File: src/core/msps_params.svh
// Constants of the multi-speed preset selector: offsets, field codes, reset values.
// Assumes inclusion by bare name from the core files; frequencies are in 0.1 Hz steps.
//
// Behaviour
// - Fifteen programmable presets, chosen only by the four speed select inputs.
// - High, middle, low select alone pick their presets; reset 50, 30, 10 Hz.
// - Presets four to fifteen take 0-400 Hz or not-selected; reset to not-selected.
// - Speed eight not-selected with only extension on gives the low preset.
// - Several of high, middle, low on, their combination preset not-selected: lowest signal wins, middle beats high.
// - Source ranking: jog, presets, voltage-current analog, then voltage analog.
// - Preset selection only in external or combined operation mode, codes 3 or 4.
// - Nonzero remote function makes selects remote signals and disables presets.
// - Preset writes accepted while running, any mode, whatever the write protection.
// - Terminal assignment codes 0, 1, 2 route low, middle, high select.
// - Extension select has no default terminal; it comes from code 8.
// - Presets four to fifteen writable only while user group read selection is zero.
`ifndef MSPS_PARAMS_SVH
`define MSPS_PARAMS_SVH

`define MSPS_FREQ_W      16
`define MSPS_NUM_PRESET  15
`define MSPS_NUM_TERM    7
`define MSPS_ADDR_W      12

`define MSPS_NOT_SEL     16'h270F
`define MSPS_FREQ_MAX    16'h0FA0
`define MSPS_HIGH_RST    16'h01F4
`define MSPS_MID_RST     16'h012C
`define MSPS_LOW_RST     16'h0064

`define MSPS_SLOT_HIGH   4'h0
`define MSPS_SLOT_MID    4'h1
`define MSPS_SLOT_LOW    4'h2
`define MSPS_SLOT_SPD4   4'h3
`define MSPS_SLOT_SPD8   4'h7

`define MSPS_FN_LOW      8'h00
`define MSPS_FN_MID      8'h01
`define MSPS_FN_HIGH     8'h02
`define MSPS_FN_EXT      8'h08
`define MSPS_FN_NONE     8'hFF

`define MSPS_MODE_EXT    4'h3
`define MSPS_MODE_COMB   4'h4
`define MSPS_MODE_RST    4'h0

`define MSPS_WR_STOP     2'h0
`define MSPS_WR_OFF      2'h1

`define MSPS_OFF_OPMODE  12'h000
`define MSPS_OFF_REMOTE  12'h004
`define MSPS_OFF_WRSEL   12'h008
`define MSPS_OFF_UGRP    12'h00C
`define MSPS_OFF_STATUS  12'h010
`define MSPS_OFF_INPUTS  12'h014
`define MSPS_OFF_TERM    12'h020
`define MSPS_OFF_PRESET  12'h040

`endif

File: src/core/msps_pkg.sv
// Types shared by the multi-speed preset selector files.
// Assumes msps_params.svh is on the include path.
`include "msps_params.svh"

package msps_pkg;

  typedef logic [`MSPS_FREQ_W-1:0] msps_freq_t;
  typedef logic [3:0]              msps_slot_t;

  typedef enum logic [1:0] {
    MSPS_SRC_JOG,
    MSPS_SRC_PRESET,
    MSPS_SRC_ANALOG4,
    MSPS_SRC_ANALOG2
  } msps_src_e;

endpackage

File: src/core/msps_decode.sv
// Combination decoder from the four speed select signals to a preset slot.
// Assumes synchronised select signals and the stored preset table.
`timescale 1ns/1ps
`include "msps_params.svh"

module msps_decode (
  input  wire logic                high_speed_select,
  input  wire logic                middle_speed_select,
  input  wire logic                low_speed_select,
  input  wire logic                speed_extension_select,
  input  msps_pkg::msps_freq_t     preset [`MSPS_NUM_PRESET],
  output logic                     hit,
  output msps_pkg::msps_slot_t     slot,
  output msps_pkg::msps_freq_t     freq
);
  import msps_pkg::*;

  logic [2:0] sel3;
  msps_slot_t base_slot;
  msps_slot_t combo_slot;
  msps_slot_t ext_slot;
  logic       base_hit;
  logic       combo_hit;

  assign sel3 = {high_speed_select, middle_speed_select, low_speed_select};

  always_comb begin
    base_hit   = 1'b1;
    base_slot  = `MSPS_SLOT_LOW;
    combo_hit  = 1'b1;
    combo_slot = `MSPS_SLOT_SPD4;
    // Lowest signal wins when combinations are not set
    if (low_speed_select) begin
      base_slot = `MSPS_SLOT_LOW;
    end else if (middle_speed_select) begin
      base_slot = `MSPS_SLOT_MID;
    end else if (high_speed_select) begin
      base_slot = `MSPS_SLOT_HIGH;
    end else begin
      base_hit = 1'b0;
    end
    // Speeds four to seven
    case (sel3)
      3'b011:  combo_slot = `MSPS_SLOT_SPD4;
      3'b101:  combo_slot = `MSPS_SLOT_SPD4 + 4'h1;
      3'b110:  combo_slot = `MSPS_SLOT_SPD4 + 4'h2;
      3'b111:  combo_slot = `MSPS_SLOT_SPD4 + 4'h3;
      default: combo_hit  = 1'b0;
    endcase
    if (combo_hit && (preset[combo_slot] != `MSPS_NOT_SEL)) begin
      base_slot = combo_slot;
    end
    // Speeds eight to fifteen
    ext_slot = `MSPS_SLOT_SPD8 + {1'b0, sel3};
    hit      = base_hit;
    slot     = base_slot;
    if (speed_extension_select) begin
      if (preset[ext_slot] != `MSPS_NOT_SEL) begin
        hit  = 1'b1;
        slot = ext_slot;
      end else if (sel3 == 3'b000) begin
        hit  = 1'b1;
        slot = `MSPS_SLOT_LOW;
      end
    end
    freq = preset[slot];
  end

endmodule // msps_decode

File: src/core/msps_top.sv
// Multi-speed preset selector with APB parameter access and frequency command ranking.
// Assumes terminals are asynchronous pins; jog, analog and run status are pclk-domain logic.
//
// Register access over APB and the address map were chosen for this implementation.
`timescale 1ns/1ps
`include "msps_params.svh"

module msps_top (
  input  wire logic                         pclk,
  input  wire logic                         presetn,
  input  wire logic                         psel,
  input  wire logic                         penable,
  input  wire logic                         pwrite,
  input  wire logic [`MSPS_ADDR_W-1:0]      paddr,
  input  wire logic [31:0]                  pwdata,
  output logic      [31:0]                  prdata,
  output logic                              pready,
  output logic                              pslverr,
  input  wire logic [`MSPS_NUM_TERM-1:0]    term_in,
  input  wire logic                         running,
  input  wire logic                         jog_active,
  input  msps_pkg::msps_freq_t              jog_freq,
  input  wire logic                         analog4_valid,
  input  msps_pkg::msps_freq_t              analog4_freq,
  input  msps_pkg::msps_freq_t              analog2_freq,
  output msps_pkg::msps_freq_t              freq_cmd,
  output msps_pkg::msps_src_e               freq_src,
  output logic                              remote_accel,
  output logic                              remote_decel,
  output logic                              remote_clear
);
  import msps_pkg::*;

  // ==========================================================================
  // Terminal synchroniser
  // ==========================================================================
  logic [`MSPS_NUM_TERM-1:0] term_meta_q;
  logic [`MSPS_NUM_TERM-1:0] term_sync_q;

  always_ff @(posedge pclk or negedge presetn) begin
    if (!presetn) begin
      term_meta_q <= '0;
      term_sync_q <= '0;
    end else begin
      term_meta_q <= term_in;
      term_sync_q <= term_meta_q;
    end
  end

  // ==========================================================================
  // Parameter storage
  // ==========================================================================
  logic [3:0]  opmode_q;
  logic [3:0]  opmode_d;
  logic [3:0]  remote_q;
  logic [3:0]  remote_d;
  logic [1:0]  wrsel_q;
  logic [1:0]  wrsel_d;
  logic [15:0] ugrp_q;
  logic [15:0] ugrp_d;
  logic [7:0]  term_fn_q  [`MSPS_NUM_TERM];
  logic [7:0]  term_fn_d  [`MSPS_NUM_TERM];
  msps_freq_t  preset_q   [`MSPS_NUM_PRESET];
  msps_freq_t  preset_d   [`MSPS_NUM_PRESET];

  // ==========================================================================
  // APB decode
  // ==========================================================================
  logic [`MSPS_ADDR_W-1:0] term_off;
  logic [`MSPS_ADDR_W-1:0] preset_off;
  logic                    term_hit;
  logic                    preset_hit;
  logic [2:0]              term_idx;
  msps_slot_t              preset_idx;
  logic                    cfg_wr_ok;
  logic                    preset_wr_ok;
  logic                    range_ok;
  logic                    setup;
  logic                    access;
  logic [31:0]             rdata_d;
  logic                    err_d;
  logic                    pready_d;
  logic [31:0]             prdata_q;
  logic                    pready_q;
  logic                    pslverr_q;

  assign setup      = psel && !penable && !pready_q;
  assign access     = psel && penable && pready_q;
  assign term_off   = paddr - `MSPS_OFF_TERM;
  assign preset_off = paddr - `MSPS_OFF_PRESET;
  assign term_hit   = (paddr >= `MSPS_OFF_TERM) && (paddr[1:0] == 2'b00)
                      && (term_off[`MSPS_ADDR_W-1:2] < 10'(`MSPS_NUM_TERM));
  assign preset_hit = (paddr >= `MSPS_OFF_PRESET) && (paddr[1:0] == 2'b00)
                      && (preset_off[`MSPS_ADDR_W-1:2] < 10'(`MSPS_NUM_PRESET));
  assign term_idx   = term_off[4:2];
  assign preset_idx = preset_off[5:2];

  // Configuration follows the write protection; presets ignore it but check range and, from preset four on, user group
  assign cfg_wr_ok    = (wrsel_q != `MSPS_WR_OFF) && !(running && (wrsel_q == `MSPS_WR_STOP));
  assign range_ok     = (pwdata[31:16] == 16'h0000)
                        && ((pwdata[15:0] <= `MSPS_FREQ_MAX)
                        || ((preset_idx >= `MSPS_SLOT_SPD4) && (pwdata[15:0] == `MSPS_NOT_SEL)));
  assign preset_wr_ok = range_ok
                        && ((preset_idx < `MSPS_SLOT_SPD4) || (ugrp_q == 16'h0000));

  // ==========================================================================
  // Selection path
  // ==========================================================================
  logic       sel_high;
  logic       sel_mid;
  logic       sel_low;
  logic       sel_ext;
  logic [`MSPS_NUM_TERM-1:0] is_high;
  logic [`MSPS_NUM_TERM-1:0] is_mid;
  logic [`MSPS_NUM_TERM-1:0] is_low;
  logic [`MSPS_NUM_TERM-1:0] is_ext;
  logic       dec_hit;
  msps_slot_t dec_slot;
  msps_freq_t dec_freq;
  logic       mode_ok;
  logic       remote_on;

  genvar g;
  generate
    for (g = 0; g < `MSPS_NUM_TERM; g++) begin : g_term
      assign is_low[g]  = term_sync_q[g] && (term_fn_q[g] == `MSPS_FN_LOW);
      assign is_mid[g]  = term_sync_q[g] && (term_fn_q[g] == `MSPS_FN_MID);
      assign is_high[g] = term_sync_q[g] && (term_fn_q[g] == `MSPS_FN_HIGH);
      assign is_ext[g]  = term_sync_q[g] && (term_fn_q[g] == `MSPS_FN_EXT);
    end
  endgenerate

  assign sel_low   = |is_low;
  assign sel_mid   = |is_mid;
  assign sel_high  = |is_high;
  assign sel_ext   = |is_ext;
  assign mode_ok   = (opmode_q == `MSPS_MODE_EXT) || (opmode_q == `MSPS_MODE_COMB);
  assign remote_on = (remote_q != 4'h0);

  msps_decode u_decode (
    .high_speed_select      (sel_high),
    .middle_speed_select    (sel_mid),
    .low_speed_select       (sel_low),
    .speed_extension_select (sel_ext),
    .preset                 (preset_q),
    .hit                    (dec_hit),
    .slot                   (dec_slot),
    .freq                   (dec_freq)
  );

  // ==========================================================================
  // Command ranking
  // ==========================================================================
  msps_freq_t freq_d;
  msps_freq_t freq_q;
  msps_src_e  src_d;
  msps_src_e  src_q;
  logic [2:0] remote_sig_d;
  logic [2:0] remote_sig_q;

  always_comb begin
    if (jog_active) begin
      freq_d = jog_freq;
      src_d  = MSPS_SRC_JOG;
    end else if (mode_ok && !remote_on && dec_hit) begin
      freq_d = dec_freq;
      src_d  = MSPS_SRC_PRESET;
    end else if (analog4_valid) begin
      freq_d = analog4_freq;
      src_d  = MSPS_SRC_ANALOG4;
    end else begin
      freq_d = analog2_freq;
      src_d  = MSPS_SRC_ANALOG2;
    end
    remote_sig_d = remote_on ? {sel_high, sel_mid, sel_low} : 3'b000;
  end

  always_ff @(posedge pclk or negedge presetn) begin
    if (!presetn) begin
      freq_q       <= '0;
      src_q        <= MSPS_SRC_ANALOG2;
      remote_sig_q <= 3'b000;
    end else begin
      freq_q       <= freq_d;
      src_q        <= src_d;
      remote_sig_q <= remote_sig_d;
    end
  end

  // ==========================================================================
  // Register next state
  // ==========================================================================
  always_comb begin
    opmode_d  = opmode_q;
    remote_d  = remote_q;
    wrsel_d   = wrsel_q;
    ugrp_d    = ugrp_q;
    term_fn_d = term_fn_q;
    preset_d  = preset_q;
    if (access && pwrite && !pslverr_q) begin
      if (preset_hit) begin
        preset_d[preset_idx] = pwdata[15:0];
      end else if (term_hit) begin
        term_fn_d[term_idx] = pwdata[7:0];
      end else begin
        case (paddr)
          `MSPS_OFF_OPMODE: opmode_d = pwdata[3:0];
          `MSPS_OFF_REMOTE: remote_d = pwdata[3:0];
          `MSPS_OFF_WRSEL:  wrsel_d  = pwdata[1:0];
          `MSPS_OFF_UGRP:   ugrp_d   = pwdata[15:0];
          default:          ;
        endcase
      end
    end
  end

  always_ff @(posedge pclk or negedge presetn) begin
    if (!presetn) begin
      opmode_q <= `MSPS_MODE_RST;
      remote_q <= 4'h0;
      wrsel_q  <= `MSPS_WR_STOP;
      ugrp_q   <= 16'h0000;
      for (int i = 0; i < `MSPS_NUM_TERM; i++) begin
        term_fn_q[i] <= `MSPS_FN_NONE;
      end
      term_fn_q[0] <= `MSPS_FN_LOW;
      term_fn_q[1] <= `MSPS_FN_MID;
      term_fn_q[2] <= `MSPS_FN_HIGH;
      for (int i = 0; i < `MSPS_NUM_PRESET; i++) begin
        preset_q[i] <= `MSPS_NOT_SEL;
      end
      preset_q[`MSPS_SLOT_HIGH] <= `MSPS_HIGH_RST;
      preset_q[`MSPS_SLOT_MID]  <= `MSPS_MID_RST;
      preset_q[`MSPS_SLOT_LOW]  <= `MSPS_LOW_RST;
    end else begin
      opmode_q  <= opmode_d;
      remote_q  <= remote_d;
      wrsel_q   <= wrsel_d;
      ugrp_q    <= ugrp_d;
      term_fn_q <= term_fn_d;
      preset_q  <= preset_d;
    end
  end

  // ==========================================================================
  // APB answer
  // ==========================================================================
  always_comb begin
    rdata_d  = 32'h0000_0000;
    err_d    = 1'b0;
    pready_d = setup;
    if (preset_hit) begin
      rdata_d = {16'h0000, preset_q[preset_idx]};
      err_d   = pwrite && !preset_wr_ok;
    end else if (term_hit) begin
      rdata_d = {24'h00_0000, term_fn_q[term_idx]};
      err_d   = pwrite && !cfg_wr_ok;
    end else begin
      case (paddr)
        `MSPS_OFF_OPMODE: begin
          rdata_d = {28'h000_0000, opmode_q};
          err_d   = pwrite && !cfg_wr_ok;
        end
        `MSPS_OFF_REMOTE: begin
          rdata_d = {28'h000_0000, remote_q};
          err_d   = pwrite && !cfg_wr_ok;
        end
        `MSPS_OFF_WRSEL: begin
          rdata_d = {30'h0000_0000, wrsel_q};
          err_d   = pwrite && running;
        end
        `MSPS_OFF_UGRP: begin
          rdata_d = {16'h0000, ugrp_q};
          err_d   = pwrite && !cfg_wr_ok;
        end
        `MSPS_OFF_STATUS: begin
          rdata_d = {8'h00, dec_slot, dec_hit, 1'b0, src_q, freq_q};
          err_d   = pwrite;
        end
        `MSPS_OFF_INPUTS: begin
          rdata_d = {20'h0_0000, sel_ext, sel_high, sel_mid, sel_low, 1'b0, term_sync_q};
          err_d   = pwrite;
        end
        default: begin
          err_d = 1'b1;
        end
      endcase
    end
    if (!setup) begin
      rdata_d = prdata_q;
      err_d   = 1'b0;
    end
  end

  always_ff @(posedge pclk or negedge presetn) begin
    if (!presetn) begin
      prdata_q  <= 32'h0000_0000;
      pready_q  <= 1'b0;
      pslverr_q <= 1'b0;
    end else begin
      prdata_q  <= rdata_d;
      pready_q  <= pready_d;
      pslverr_q <= err_d;
    end
  end

  // ==========================================================================
  // Outputs
  // ==========================================================================
  assign prdata       = prdata_q;
  assign pready       = pready_q;
  assign pslverr      = pslverr_q;
  assign freq_cmd     = freq_q;
  assign freq_src     = src_q;
  assign remote_accel = remote_sig_q[2];
  assign remote_decel = remote_sig_q[1];
  assign remote_clear = remote_sig_q[0];

endmodule // msps_top

File: config.mk
export PLATFORM = sky130hd
export DESIGN_NAME = msps_top
export DESIGN_NICKNAME = d
export VERILOG_FILES = /design/src/core/msps_pkg.sv /design/src/core/msps_decode.sv /design/src/core/msps_top.sv
export VERILOG_INCLUDE_DIRS = /design/src /design/src/core
export SDC_FILE = /design/constraint.sdc
export NUM_CORES = 1
export LEC_CHECK = 0
export ABC_AREA = 1
export BUFFER_PORTS_ARGS = -buffer_cell sky130_fd_sc_hd__buf_2
export CAP_MARGIN = 20
export CORE_ASPECT_RATIO = 0.75
export CORE_UTILIZATION = 35
export CTS_BUF_LIST = sky130_fd_sc_hd__clkbuf_4 sky130_fd_sc_hd__clkbuf_8
export DETAILED_ROUTE_END_ITERATION = 7
export PLACE_DENSITY = 0.5
export REMOVE_ABC_BUFFERS = 1
export SLEW_MARGIN = 20
export SYNTH_ARGS = -nofsm -noshare
export SYNTH_HDL_FRONTEND = slang
export SYNTH_HIERARCHICAL = 1
export SYNTH_SLANG_ARGS = --single-unit
File: constraint.sdc
create_clock -name pclk -period 5.15 [get_ports pclk]
set_clock_uncertainty 0.1 [all_clocks]
set_input_delay 0.7725 -clock pclk [delete_from_list [all_inputs] [get_ports pclk]]
set_output_delay 0.7725 -clock pclk [all_outputs]
set_load 0.1 [all_outputs]
==> impl_table.tex, run 1 <==
\begin{tabular}{lr}
\hline
Metric & Value \\
\hline
\multicolumn{2}{l}{\textbf{Status}} \\
Run status & complete, no violations \\
\multicolumn{2}{l}{\textbf{STA}} \\
Time the final worst path needs with I/O delays and setup & 4.96 ns \\
Least-Margin Pin Slew & roughly 1.1 ns \\
Timing-limited maximum frequency & 202 MHz \\
Endpoints failing hold & 0 \\
Finish-stage setup viols & 0 \\
Worst Hold Margin & about 0.099 ns \\
Number of pins with negative max-slew slack in the final report & 0 \\
Period utilization & between 90 and 100\% \\
Max-Slew Margin vs Limit & around a quarter \\
Setup repair after global routing missed its margin & no \\
\multicolumn{2}{l}{\textbf{Die}} \\
Die Span Y & between 200 and 250 um \\
Boundary pin count & between 150 and 200 \\
Site Rows & 84 \\
Total core area & 0.0703 mm2 \\
X dimension of the die & just over 300 um \\
Area enclosed by the die boundary & 0.0724 mm2 \\
Starting density of the core & between 30\% and 40\% \\
\multicolumn{2}{l}{\textbf{Synth}} \\
Number of enable flip-flop cells after synthesis & 0 \\
Most frequently used cell type in the post-synthesis netlist & sky130\_fd\_sc\_hd\_\_nand2\_1 \\
Netlist cell types & 41 \\
Cells after Synth & 3793 \\
Flip-flop and latch count after synthesis & around 380 \\
Top cell types by occurrence after synthesis & sky130\_fd\_sc\_hd\_\_nand2\_1 (1458), sky130\_fd\_sc\_hd\_\_nand3\_1 (484), sky130\_fd\_sc\_hd\_\_inv\_1 (353) \\
Fraction of the yosys area taken by sequential cells & 39.0\% \\
Yosys top cell by area & sky130\_fd\_sc\_hd\_\_dfrtp\_1 \\
Post-Synthesis Mean Instance Area & around 6.6 um2 \\
FFs w/ async S/R, synth & 100\% \\
Syn Std Cell Area & between 0.02 and 0.025 mm2 \\
Most instantiated flip-flop cell in the synthesis netlist & sky130\_fd\_sc\_hd\_\_dfrtp\_1 \\
Share of the synthesized area in the top cell type & between 20\% and 30\% \\
Yosys warns & 6 \\
Cells taking the most area after synthesis & sky130\_fd\_sc\_hd\_\_dfrtp\_1 (24\%), sky130\_fd\_sc\_hd\_\_nand2\_1 (22\%), sky130\_fd\_sc\_hd\_\_dfstp\_2 (15\%) \\
\multicolumn{2}{l}{\textbf{Worst setup path}} \\
Most frequent cell on the critical path & sky130\_fd\_sc\_hd\_\_nand2\_1 \\
Stage delay of the slowest cell on the critical path & $\sim$0.56 ns \\
Largest delay contributor family on the critical path & simple AND/OR/NAND/NOR gates \\
Cell at the slowest stage of the critical path & sky130\_fd\_sc\_hd\_\_dfstp\_2 \\
Endpoint class of the critical path & register \\
Number of buffer and inverter instances along the worst setup path & 6 \\
Critical path data arrival time & roughly 5.4 ns \\
Critical path fanouts, max & 44 \\
Endpoint required time on the critical path & $\sim$5.6 ns \\
Critical path startpoint category & register \\
Critical Setup Path Class & register to register \\
\multicolumn{2}{l}{\textbf{GRT}} \\
Number of global-route vias before repair & between 20000 and 25000 \\
Total global routing overflow & 0 \\
Global-route wire length before repair & 159000 um \\
Aggregate global-route resource usage & between 20 and 30\% \\
Largest net degree at the start of global routing & around 120 \\
Number of antenna violations at the first check in global routing & 1 \\
\multicolumn{2}{l}{\textbf{Run}} \\
Maximum capacitance violations & 0 \\
\multicolumn{2}{l}{\textbf{Min path}} \\
Hold Crit Class & primary input to register \\
\multicolumn{2}{l}{\textbf{CTS}} \\
Total CTS buffers & 72 \\
Post-CTS setup buffer count & 0 \\
Deepest clock path buffer count & 3 \\
Clock Root Buffer & sky130\_fd\_sc\_hd\_\_clkbuf\_8 \\
Number of clock sinks & approximately 380 \\
Clock slew at the register clock pins of the worst setup and hold paths & 0.06 ns \\
CTS tree & done \\
Insertion delay to the later sink of the worst-skew pair & approximately 0.7 ns \\
H-tree depth & 3 \\
\multicolumn{2}{l}{\textbf{Cells and area}} \\
Post-layout util & between 40\% and 50\% \\
Number of diodes added for antenna fixing & 0 \\
Fin nets & about 4000 \\
Post-route design area & about 0.028 mm2 \\
Layout area overhead & 13.8\% \\
Fillcell total & 7569 \\
Ratio of cells with drive above 1 in the final layout & between 10\% and 20\% \\
\multicolumn{2}{l}{\textbf{Pwr}} \\
Standby leakage power & 13.6 nW \\
Peak supply drop & between 150 and 200 uV \\
Final Total Pwr & 0.00734 W \\
Cell Pwr Density & between 200 and 300 mW/mm2 \\
\multicolumn{2}{l}{\textbf{Routing}} \\
Topmost layer with routed signal wires & met4 \\
Wirelength per Cell & between 20 and 25 um \\
Met3 routed wirelength & between 10000 and 15000 um \\
Routed length on met1 & around 53000 um \\
Vias per cell & 5.36 \\
Detailed-route via count & approximately 26000 \\
Routed WL & 109000 um \\
Post-route DRC & 0 \\
Count of routing violations after the opening detailed-route iteration & 3444 \\
Met2 layer wire length in the routed design & approximately 42000 um \\
First-pass detailed-route iteration total & 8 \\
Antenna Nets Post-Route & 0 \\
\multicolumn{2}{l}{\textbf{Placed design}} \\
I/O Buffers & approximately 150 \\
Cell area after placement & 0.0267 mm2 \\
Routability cong. & 0.931 \\
Half-perimeter wire length after detailed placement & about 75000 um \\
\hline
\end{tabular}
power breakdown:
group / internal [W] / switching [W] / leakage (nW) / total, W
sequential: 0.00305 / 0.0000268 / 4.71 / 0.00307
clock: 0.00206 / 0.00145 / 0.884 / 0.00350
combinational: 0.000128 / 0.000638 / 7.99 / 0.000765
cells by family after synthesis:
logic type / synth area share, %
other: 0.0150
adders and majority gates: 0.301
DFF: 39.0
buffers and inverters: 10.7
AOI/OAI and AO/OA: 10.6
and+or+nand+nor: 38.7
muxes: 0.642
worst reg2reg max path, delay by kind of cell, from the launching register on:
family          cells  cell delay (ns)
buf+inv             6             1.07
simple gates       20             2.55
flops               1             0.56
compound gates      2             0.39
fa+ha+maj           1             0.21
final timing paths:
kind / to / depth (start not counted) / from / slack (ns)
max: freq_cmd[15] / 29 / term_fn_q[10] / 0.19
min: term_meta_q[5] / 1 / term_in[5] / 0.1
max reg2reg: freq_cmd[15] / 29 / term_fn_q[10] / 0.19
min reg2reg: term_sync_q[6] / 0 / term_meta_q[6] / 0.25
max in group asynchronous: ugrp_q[1] / 3 / presetn / 3.11
min in group asynchronous: term_fn_q[49] / 2 / presetn / 0.57
layer usage:
metal / vias up / GRT usage [%]
li1: 12247 / -
met1: 12443 / 46.9
met2: 1349 / 40.4
met3: 141 / 6.56
met4: 0 / 6.57
met5: - / 0
registers in the layout, summed over array words and instances (netlist names), 3 cells and up:
register	count
remote_q	4
term_fn_q	56
opmode_q	4
preset_q	240
remote_sig_q	3
term_meta_q	7
freq_cmd	16
term_sync_q	7
prdata	23
ugrp_q	16
area by class of cell:
cell class	count	area, um2	area share [%]
clock buffers	111	1420	4.99
clock inverters	20	259	0.912
inverters	368	1380	4.88
multi-input cells	2802	12600	44.5
flip-flops and latches	382	9740	34.3
well taps	946	1180	4.17
repair buffers	251	1760	6.20
cell usage in the layout, fill, tap and decap left out, drive strengths merged, types with 15 or more instances in the layout:
| master | netlist | final |
|---|---|---|
| buf | 161 | 249 |
| clkbuf | 88 | 112 |
| nand2 | 1470 | 1470 |
| dfrtp | 237 | 237 |
| o21ai | 401 | 401 |
| or2 | 16 | 16 |
| nand4 | 40 | 40 |
| inv | 366 | 365 |
| mux2i | 16 | 16 |
| a21oi | 34 | 34 |
| nand3 | 492 | 492 |
| nor2 | 221 | 221 |
| clkinv | 2 | 15 |
| nand3b | 21 | 21 |
| nor3 | 22 | 22 |
| o211ai | 37 | 37 |
| dfstp | 145 | 145 |
per-stage QoR:
step	setup TNS [ns]	worst slack, ns	instances
finish	0	0.191	4880
CTS	0	0.259	4879
floorplan	-134.58	-7.30	3552
detailed placement	0	0.307	4747
global route	0	0.00295	4880
global placement	0	0.361	4747
repair_timing:
| item | CTS | global route |
|---|---|---|
| hold endpoints to repair | 5 | 0 |
| hold buffers | 1 | 0 |
| gates resized for setup | 0 | 6 |
| setup endpoints to repair | 0 | 16 |
Note: power is estimated with default switching activity, not from simulation.
==> inputs of run 2 (changes only) <==
ABC_AREA = 0   (was 1)
PLACE_DENSITY = 0.54   (was 0.5)
SKIP_LAST_GASP = 1   (was not set)
==> run 2 against run 1 <==
Sequential share of layout area is 1.4 points higher; via count is 27% lower; combinational power is 2% lower; synthesized area is 11% lower; first-iteration DRC count is 31% lower; count of clock-buffer cells in the layout stayed put; critical path type unchanged; largest cell class unchanged; hold slack worse by 0.0072 ns; highest routed layer is now met5; sequential cell count stayed put; synthesized cell count is 47% lower; final cell count is 34% lower; register-to-register slack worse by 0.14 ns.
==> impl_table.tex, run 2 <==
\begin{tabular}{lr}
\hline
Metric & Value \\
\hline
\multicolumn{2}{l}{\textbf{Worst setup path}} \\
Critical path data arrival time & roughly 5.6 ns \\
Critical path fanouts, max & 8 \\
Worst setup slack for register-to-register paths & approximately 0.048 ns \\
Number of cell instances on the worst register-to-register path & 24 \\
Critical path startpoint category & register \\
Endpoint class of the critical path & register \\
Cell at the slowest stage of the critical path & sky130\_fd\_sc\_hd\_\_or4\_4 \\
Logic depth of the worst path, buffers included & 24 \\
Most frequent cell on the critical path & sky130\_fd\_sc\_hd\_\_buf\_4 \\
Stage delay of the slowest cell on the critical path & just under 0.6 ns \\
Endpoint required time on the critical path & about 5.6 ns \\
Number of buffer and inverter instances along the worst setup path & 8 \\
Worst-path cell chain & or4\_4, buf\_6, o41ai\_1, buf\_4, nor4\_1, inv\_2, nand2\_1, buf\_4, nor3b\_1, buf\_4, o22ai\_1, o21ai\_1, a32oi\_2, mux2\_4, mux2i\_4, buf\_12, buf\_4, mux2i\_1, a221oi\_2, buf\_4, nand2\_2, nand3\_2, o21ai\_2, o21ai\_0 \\
Largest delay contributor family on the critical path & buffers and inverters \\
Critical Setup Path Class & register to register \\
\multicolumn{2}{l}{\textbf{STA}} \\
Number of pins with negative max-slew slack in the final report & 0 \\
Max-Slew Margin vs Limit & 2.84\% \\
Period utilization & around 100\% \\
Time the final worst path needs with I/O delays and setup & just over 5 ns \\
Timing-limited maximum frequency & a little under 200 MHz \\
Finish-stage setup viols & 0 \\
Post-route setup TNS & 0 ns \\
Setup repair after global routing missed its margin & yes \\
Endpoints failing hold & 0 \\
Least-Margin Pin Slew & between 1 and 1.5 ns \\
Worst Hold Margin & between 0.09 and 0.1 ns \\
\multicolumn{2}{l}{\textbf{Synth}} \\
Number of enable flip-flop cells after synthesis & 0 \\
Post-Synthesis Mean Instance Area & roughly 11 um2 \\
Most frequently used cell type in the post-synthesis netlist & sky130\_fd\_sc\_hd\_\_mux2\_2 \\
Yosys top cell by area & sky130\_fd\_sc\_hd\_\_dfrtp\_1 \\
Yosys warns & 6 \\
Top cell types by occurrence after synthesis & sky130\_fd\_sc\_hd\_\_mux2\_2 (323), sky130\_fd\_sc\_hd\_\_nand2\_1 (275), sky130\_fd\_sc\_hd\_\_dfrtp\_1 (237) \\
FFs w/ async S/R, synth & 100\% \\
Netlist cell types & 94 \\
Syn Std Cell Area & around 0.022 mm2 \\
Flip-flop and latch count after synthesis & 382 \\
Cells taking the most area after synthesis & sky130\_fd\_sc\_hd\_\_dfrtp\_1 (27\%), sky130\_fd\_sc\_hd\_\_dfstp\_2 (17\%), sky130\_fd\_sc\_hd\_\_mux2\_2 (16\%) \\
Cells after Synth & just over 2000 \\
Share of the synthesized area in the top cell type & about a quarter \\
Most instantiated flip-flop cell in the synthesis netlist & sky130\_fd\_sc\_hd\_\_dfrtp\_1 \\
Fraction of the yosys area taken by sequential cells & 43.8\% \\
\multicolumn{2}{l}{\textbf{Cells and area}} \\
Commonest non-fill, non-tap cell in the layout & sky130\_fd\_sc\_hd\_\_mux2\_2 \\
Fillcell total & 5880 \\
Layout area overhead & 22.8\% \\
Most frequent cells in the layout & sky130\_fd\_sc\_hd\_\_mux2\_2 (323), sky130\_fd\_sc\_hd\_\_nand2\_1 (266), sky130\_fd\_sc\_hd\_\_dfrtp\_1 (237) \\
Fin nets & around 2400 \\
Register containing the most flip-flops in the final layout & preset\_q \\
Max FFs per register & 240 \\
Ratio of cells with drive above 1 in the final layout & 48.3\% \\
\multicolumn{2}{l}{\textbf{CTS}} \\
Number of clock sinks & between 300 and 400 \\
Clock slew at the register clock pins of the worst setup and hold paths & 0.06 ns \\
Deepest clock path buffer count & 3 \\
H-tree depth & 3 \\
Insertion delay to the later sink of the worst-skew pair & 0.68 ns \\
Total CTS buffers & 68 \\
CTS tree & done \\
Clock Root Buffer & sky130\_fd\_sc\_hd\_\_clkbuf\_8 \\
Hold-fix buffers, CTS & 0 \\
\multicolumn{2}{l}{\textbf{GRT}} \\
Number of global-route vias before repair & between 15000 and 20000 \\
Total global routing overflow & 0 \\
Number of antenna violations at the first check in global routing & 6 \\
Global-route wire length before repair & about 130000 um \\
Aggregate global-route resource usage & $\sim$27\% \\
Largest net degree at the start of global routing & 117 \\
\multicolumn{2}{l}{\textbf{Routing}} \\
First-pass detailed-route iteration total & 8 \\
Post-route DRC & 0 \\
Detailed-route via count & between 15000 and 20000 \\
Vias per cell & roughly 6 \\
Count of routing violations after the opening detailed-route iteration & between 2000 and 2500 \\
Antenna Nets Post-Route & 0 \\
Wirelength per Cell & about 28 um \\
Routed WL & roughly 90000 um \\
\multicolumn{2}{l}{\textbf{Pwr}} \\
Peak supply drop & around 200 uV \\
Standby leakage power & approximately 12 nW \\
Cell Pwr Density & about 250 mW/mm2 \\
\multicolumn{2}{l}{\textbf{Die}} \\
Site Rows & 79 \\
Boundary pin count & 162 \\
Starting density of the core & 35.6\% \\
Die Span Y & between 200 and 250 um \\
Total core area & 0.0624 mm2 \\
Area enclosed by the die boundary & between 0.06 and 0.07 mm2 \\
X dimension of the die & between 200 and 300 um \\
\multicolumn{2}{l}{\textbf{Placed design}} \\
Routability cong. & 0.959 \\
I/O Buffers & roughly 150 \\
Half-perimeter wire length after detailed placement & 63600 um \\
\multicolumn{2}{l}{\textbf{Status}} \\
Run status & complete, no violations \\
\multicolumn{2}{l}{\textbf{Min path}} \\
Hold Crit Class & primary input to asynchronous set/reset pin \\
\multicolumn{2}{l}{\textbf{Run}} \\
Maximum capacitance violations & 0 \\
\hline
\end{tabular}
## run 2: cell count changes after synthesis, moves of 21 or more
cell	delta
sky130_fd_sc_hd__o21ai_1	-217
sky130_fd_sc_hd__nand3_1	-438
sky130_fd_sc_hd__nor2_1	-131
sky130_fd_sc_hd__clkbuf_1	-21
sky130_fd_sc_hd__inv_1	-321
sky130_fd_sc_hd__o21ai_0	-62
sky130_fd_sc_hd__a31oi_1	+39
sky130_fd_sc_hd__mux4_2	+50
sky130_fd_sc_hd__nor4_1	+27
sky130_fd_sc_hd__nand2_1	-1183
sky130_fd_sc_hd__mux2_2	+323
sky130_fd_sc_hd__mux2i_1	+103
sky130_fd_sc_hd__buf_2	-56
sky130_fd_sc_hd__o21ai_2	-27
## run 2: repair_timing
action | 4_1_cts | 5_1_grt
setup endpoints to repair | 16 | 16
pin swaps | 19 | 39
setup buffers | 9 | 6
gates resized for setup | 69 | 98
cloned | 4 | 2
## run 2: area by class of cell
type | count | area [um2] | share of cell area (%)
clock inverter | 12 | 103 | 0.376
timing repair buffer | 355 | 2730 | 10.0
clock buffer | 111 | 1360 | 4.98
sequential | 382 | 9740 | 35.7
inverter | 33 | 126 | 0.463
tap | 850 | 1060 | 3.90
antenna | 3 | 7.51 | 0.0275
multi-input combinational | 1459 | 12200 | 44.6
## run 2: power by group
part	total, W	internal [W]	switching (W)
registers	0.00308	0.00305	0.0000373
logic	0.000746	0.000152	0.000594
clock network	0.00310	0.00172	0.00137
total	0.00693	0.00492	0.00201
## run 2: path summary, 6_finish.rpt
path / from / to
setup / recovery: term_fn_q[36] / freq_cmd[4]
hold / removal: presetn / term_meta_q[3]
setup reg to reg: term_fn_q[36] / freq_cmd[4]
hold reg to reg: term_meta_q[2] / term_sync_q[2]
max in group asynchronous: presetn / freq_cmd[8]
min in group pclk: term_in[0] / term_meta_q[0]
## run 2: cells by family after synthesis
family          after synthesis  share of synthesized area [%]
fa+ha+maj                     6                          0.338
compound gates              328                           9.98
flops                       382                           43.8
buf+inv                     195                           4.38
other cells                   1                         0.0169
xor+xnor                      2                         0.0788
mux                         496                           27.1
simple gates                618                           14.3
## run 2: routing by layer
metal / vias to the layer above / track usage [%] / wire length (um) / share of wire [%]
met4: 2 / 8.64 / 2600 / 2.9
met5: - / 0 / 15 / 0.017
met1: 9806 / 39.6 / 40200 / 45
met3: 169 / 9.76 / 10900 / 12
met2: 1103 / 38.0 / 36100 / 40
li1: 8080 / - / - / -
## run 2: per-stage QoR
stage | power (W) | util (%) | area, um2 | setup WS [ns] | cells
final | 0.00693 | 43.8 | 27300 | 0.0475 | 3205
after global routing | 0.00715 | 43.8 | 27300 | -0.189 | 3202
after CTS | 0.00698 | 42.9 | 26800 | -0.0234 | 3194
after detailed placement | 0.00387 | 39.8 | 24800 | -0.456 | 3058
after global placement | 0.00386 | 39.8 | 24800 | -0.386 | 3057
after floorplan | 0.00349 | - | 21400 | -2.74 | 1874
## run 2: worst register-to-register path, delay by kind of cell, from the launching register on
kind / cells / cell delay (ns)
and+or+nand+nor: 6 / 1.22
AOI/OAI and AO/OA: 7 / 1.30
muxes: 3 / 0.65
DFF: 1 / 0.38
buffers and inverters: 8 / 1.36
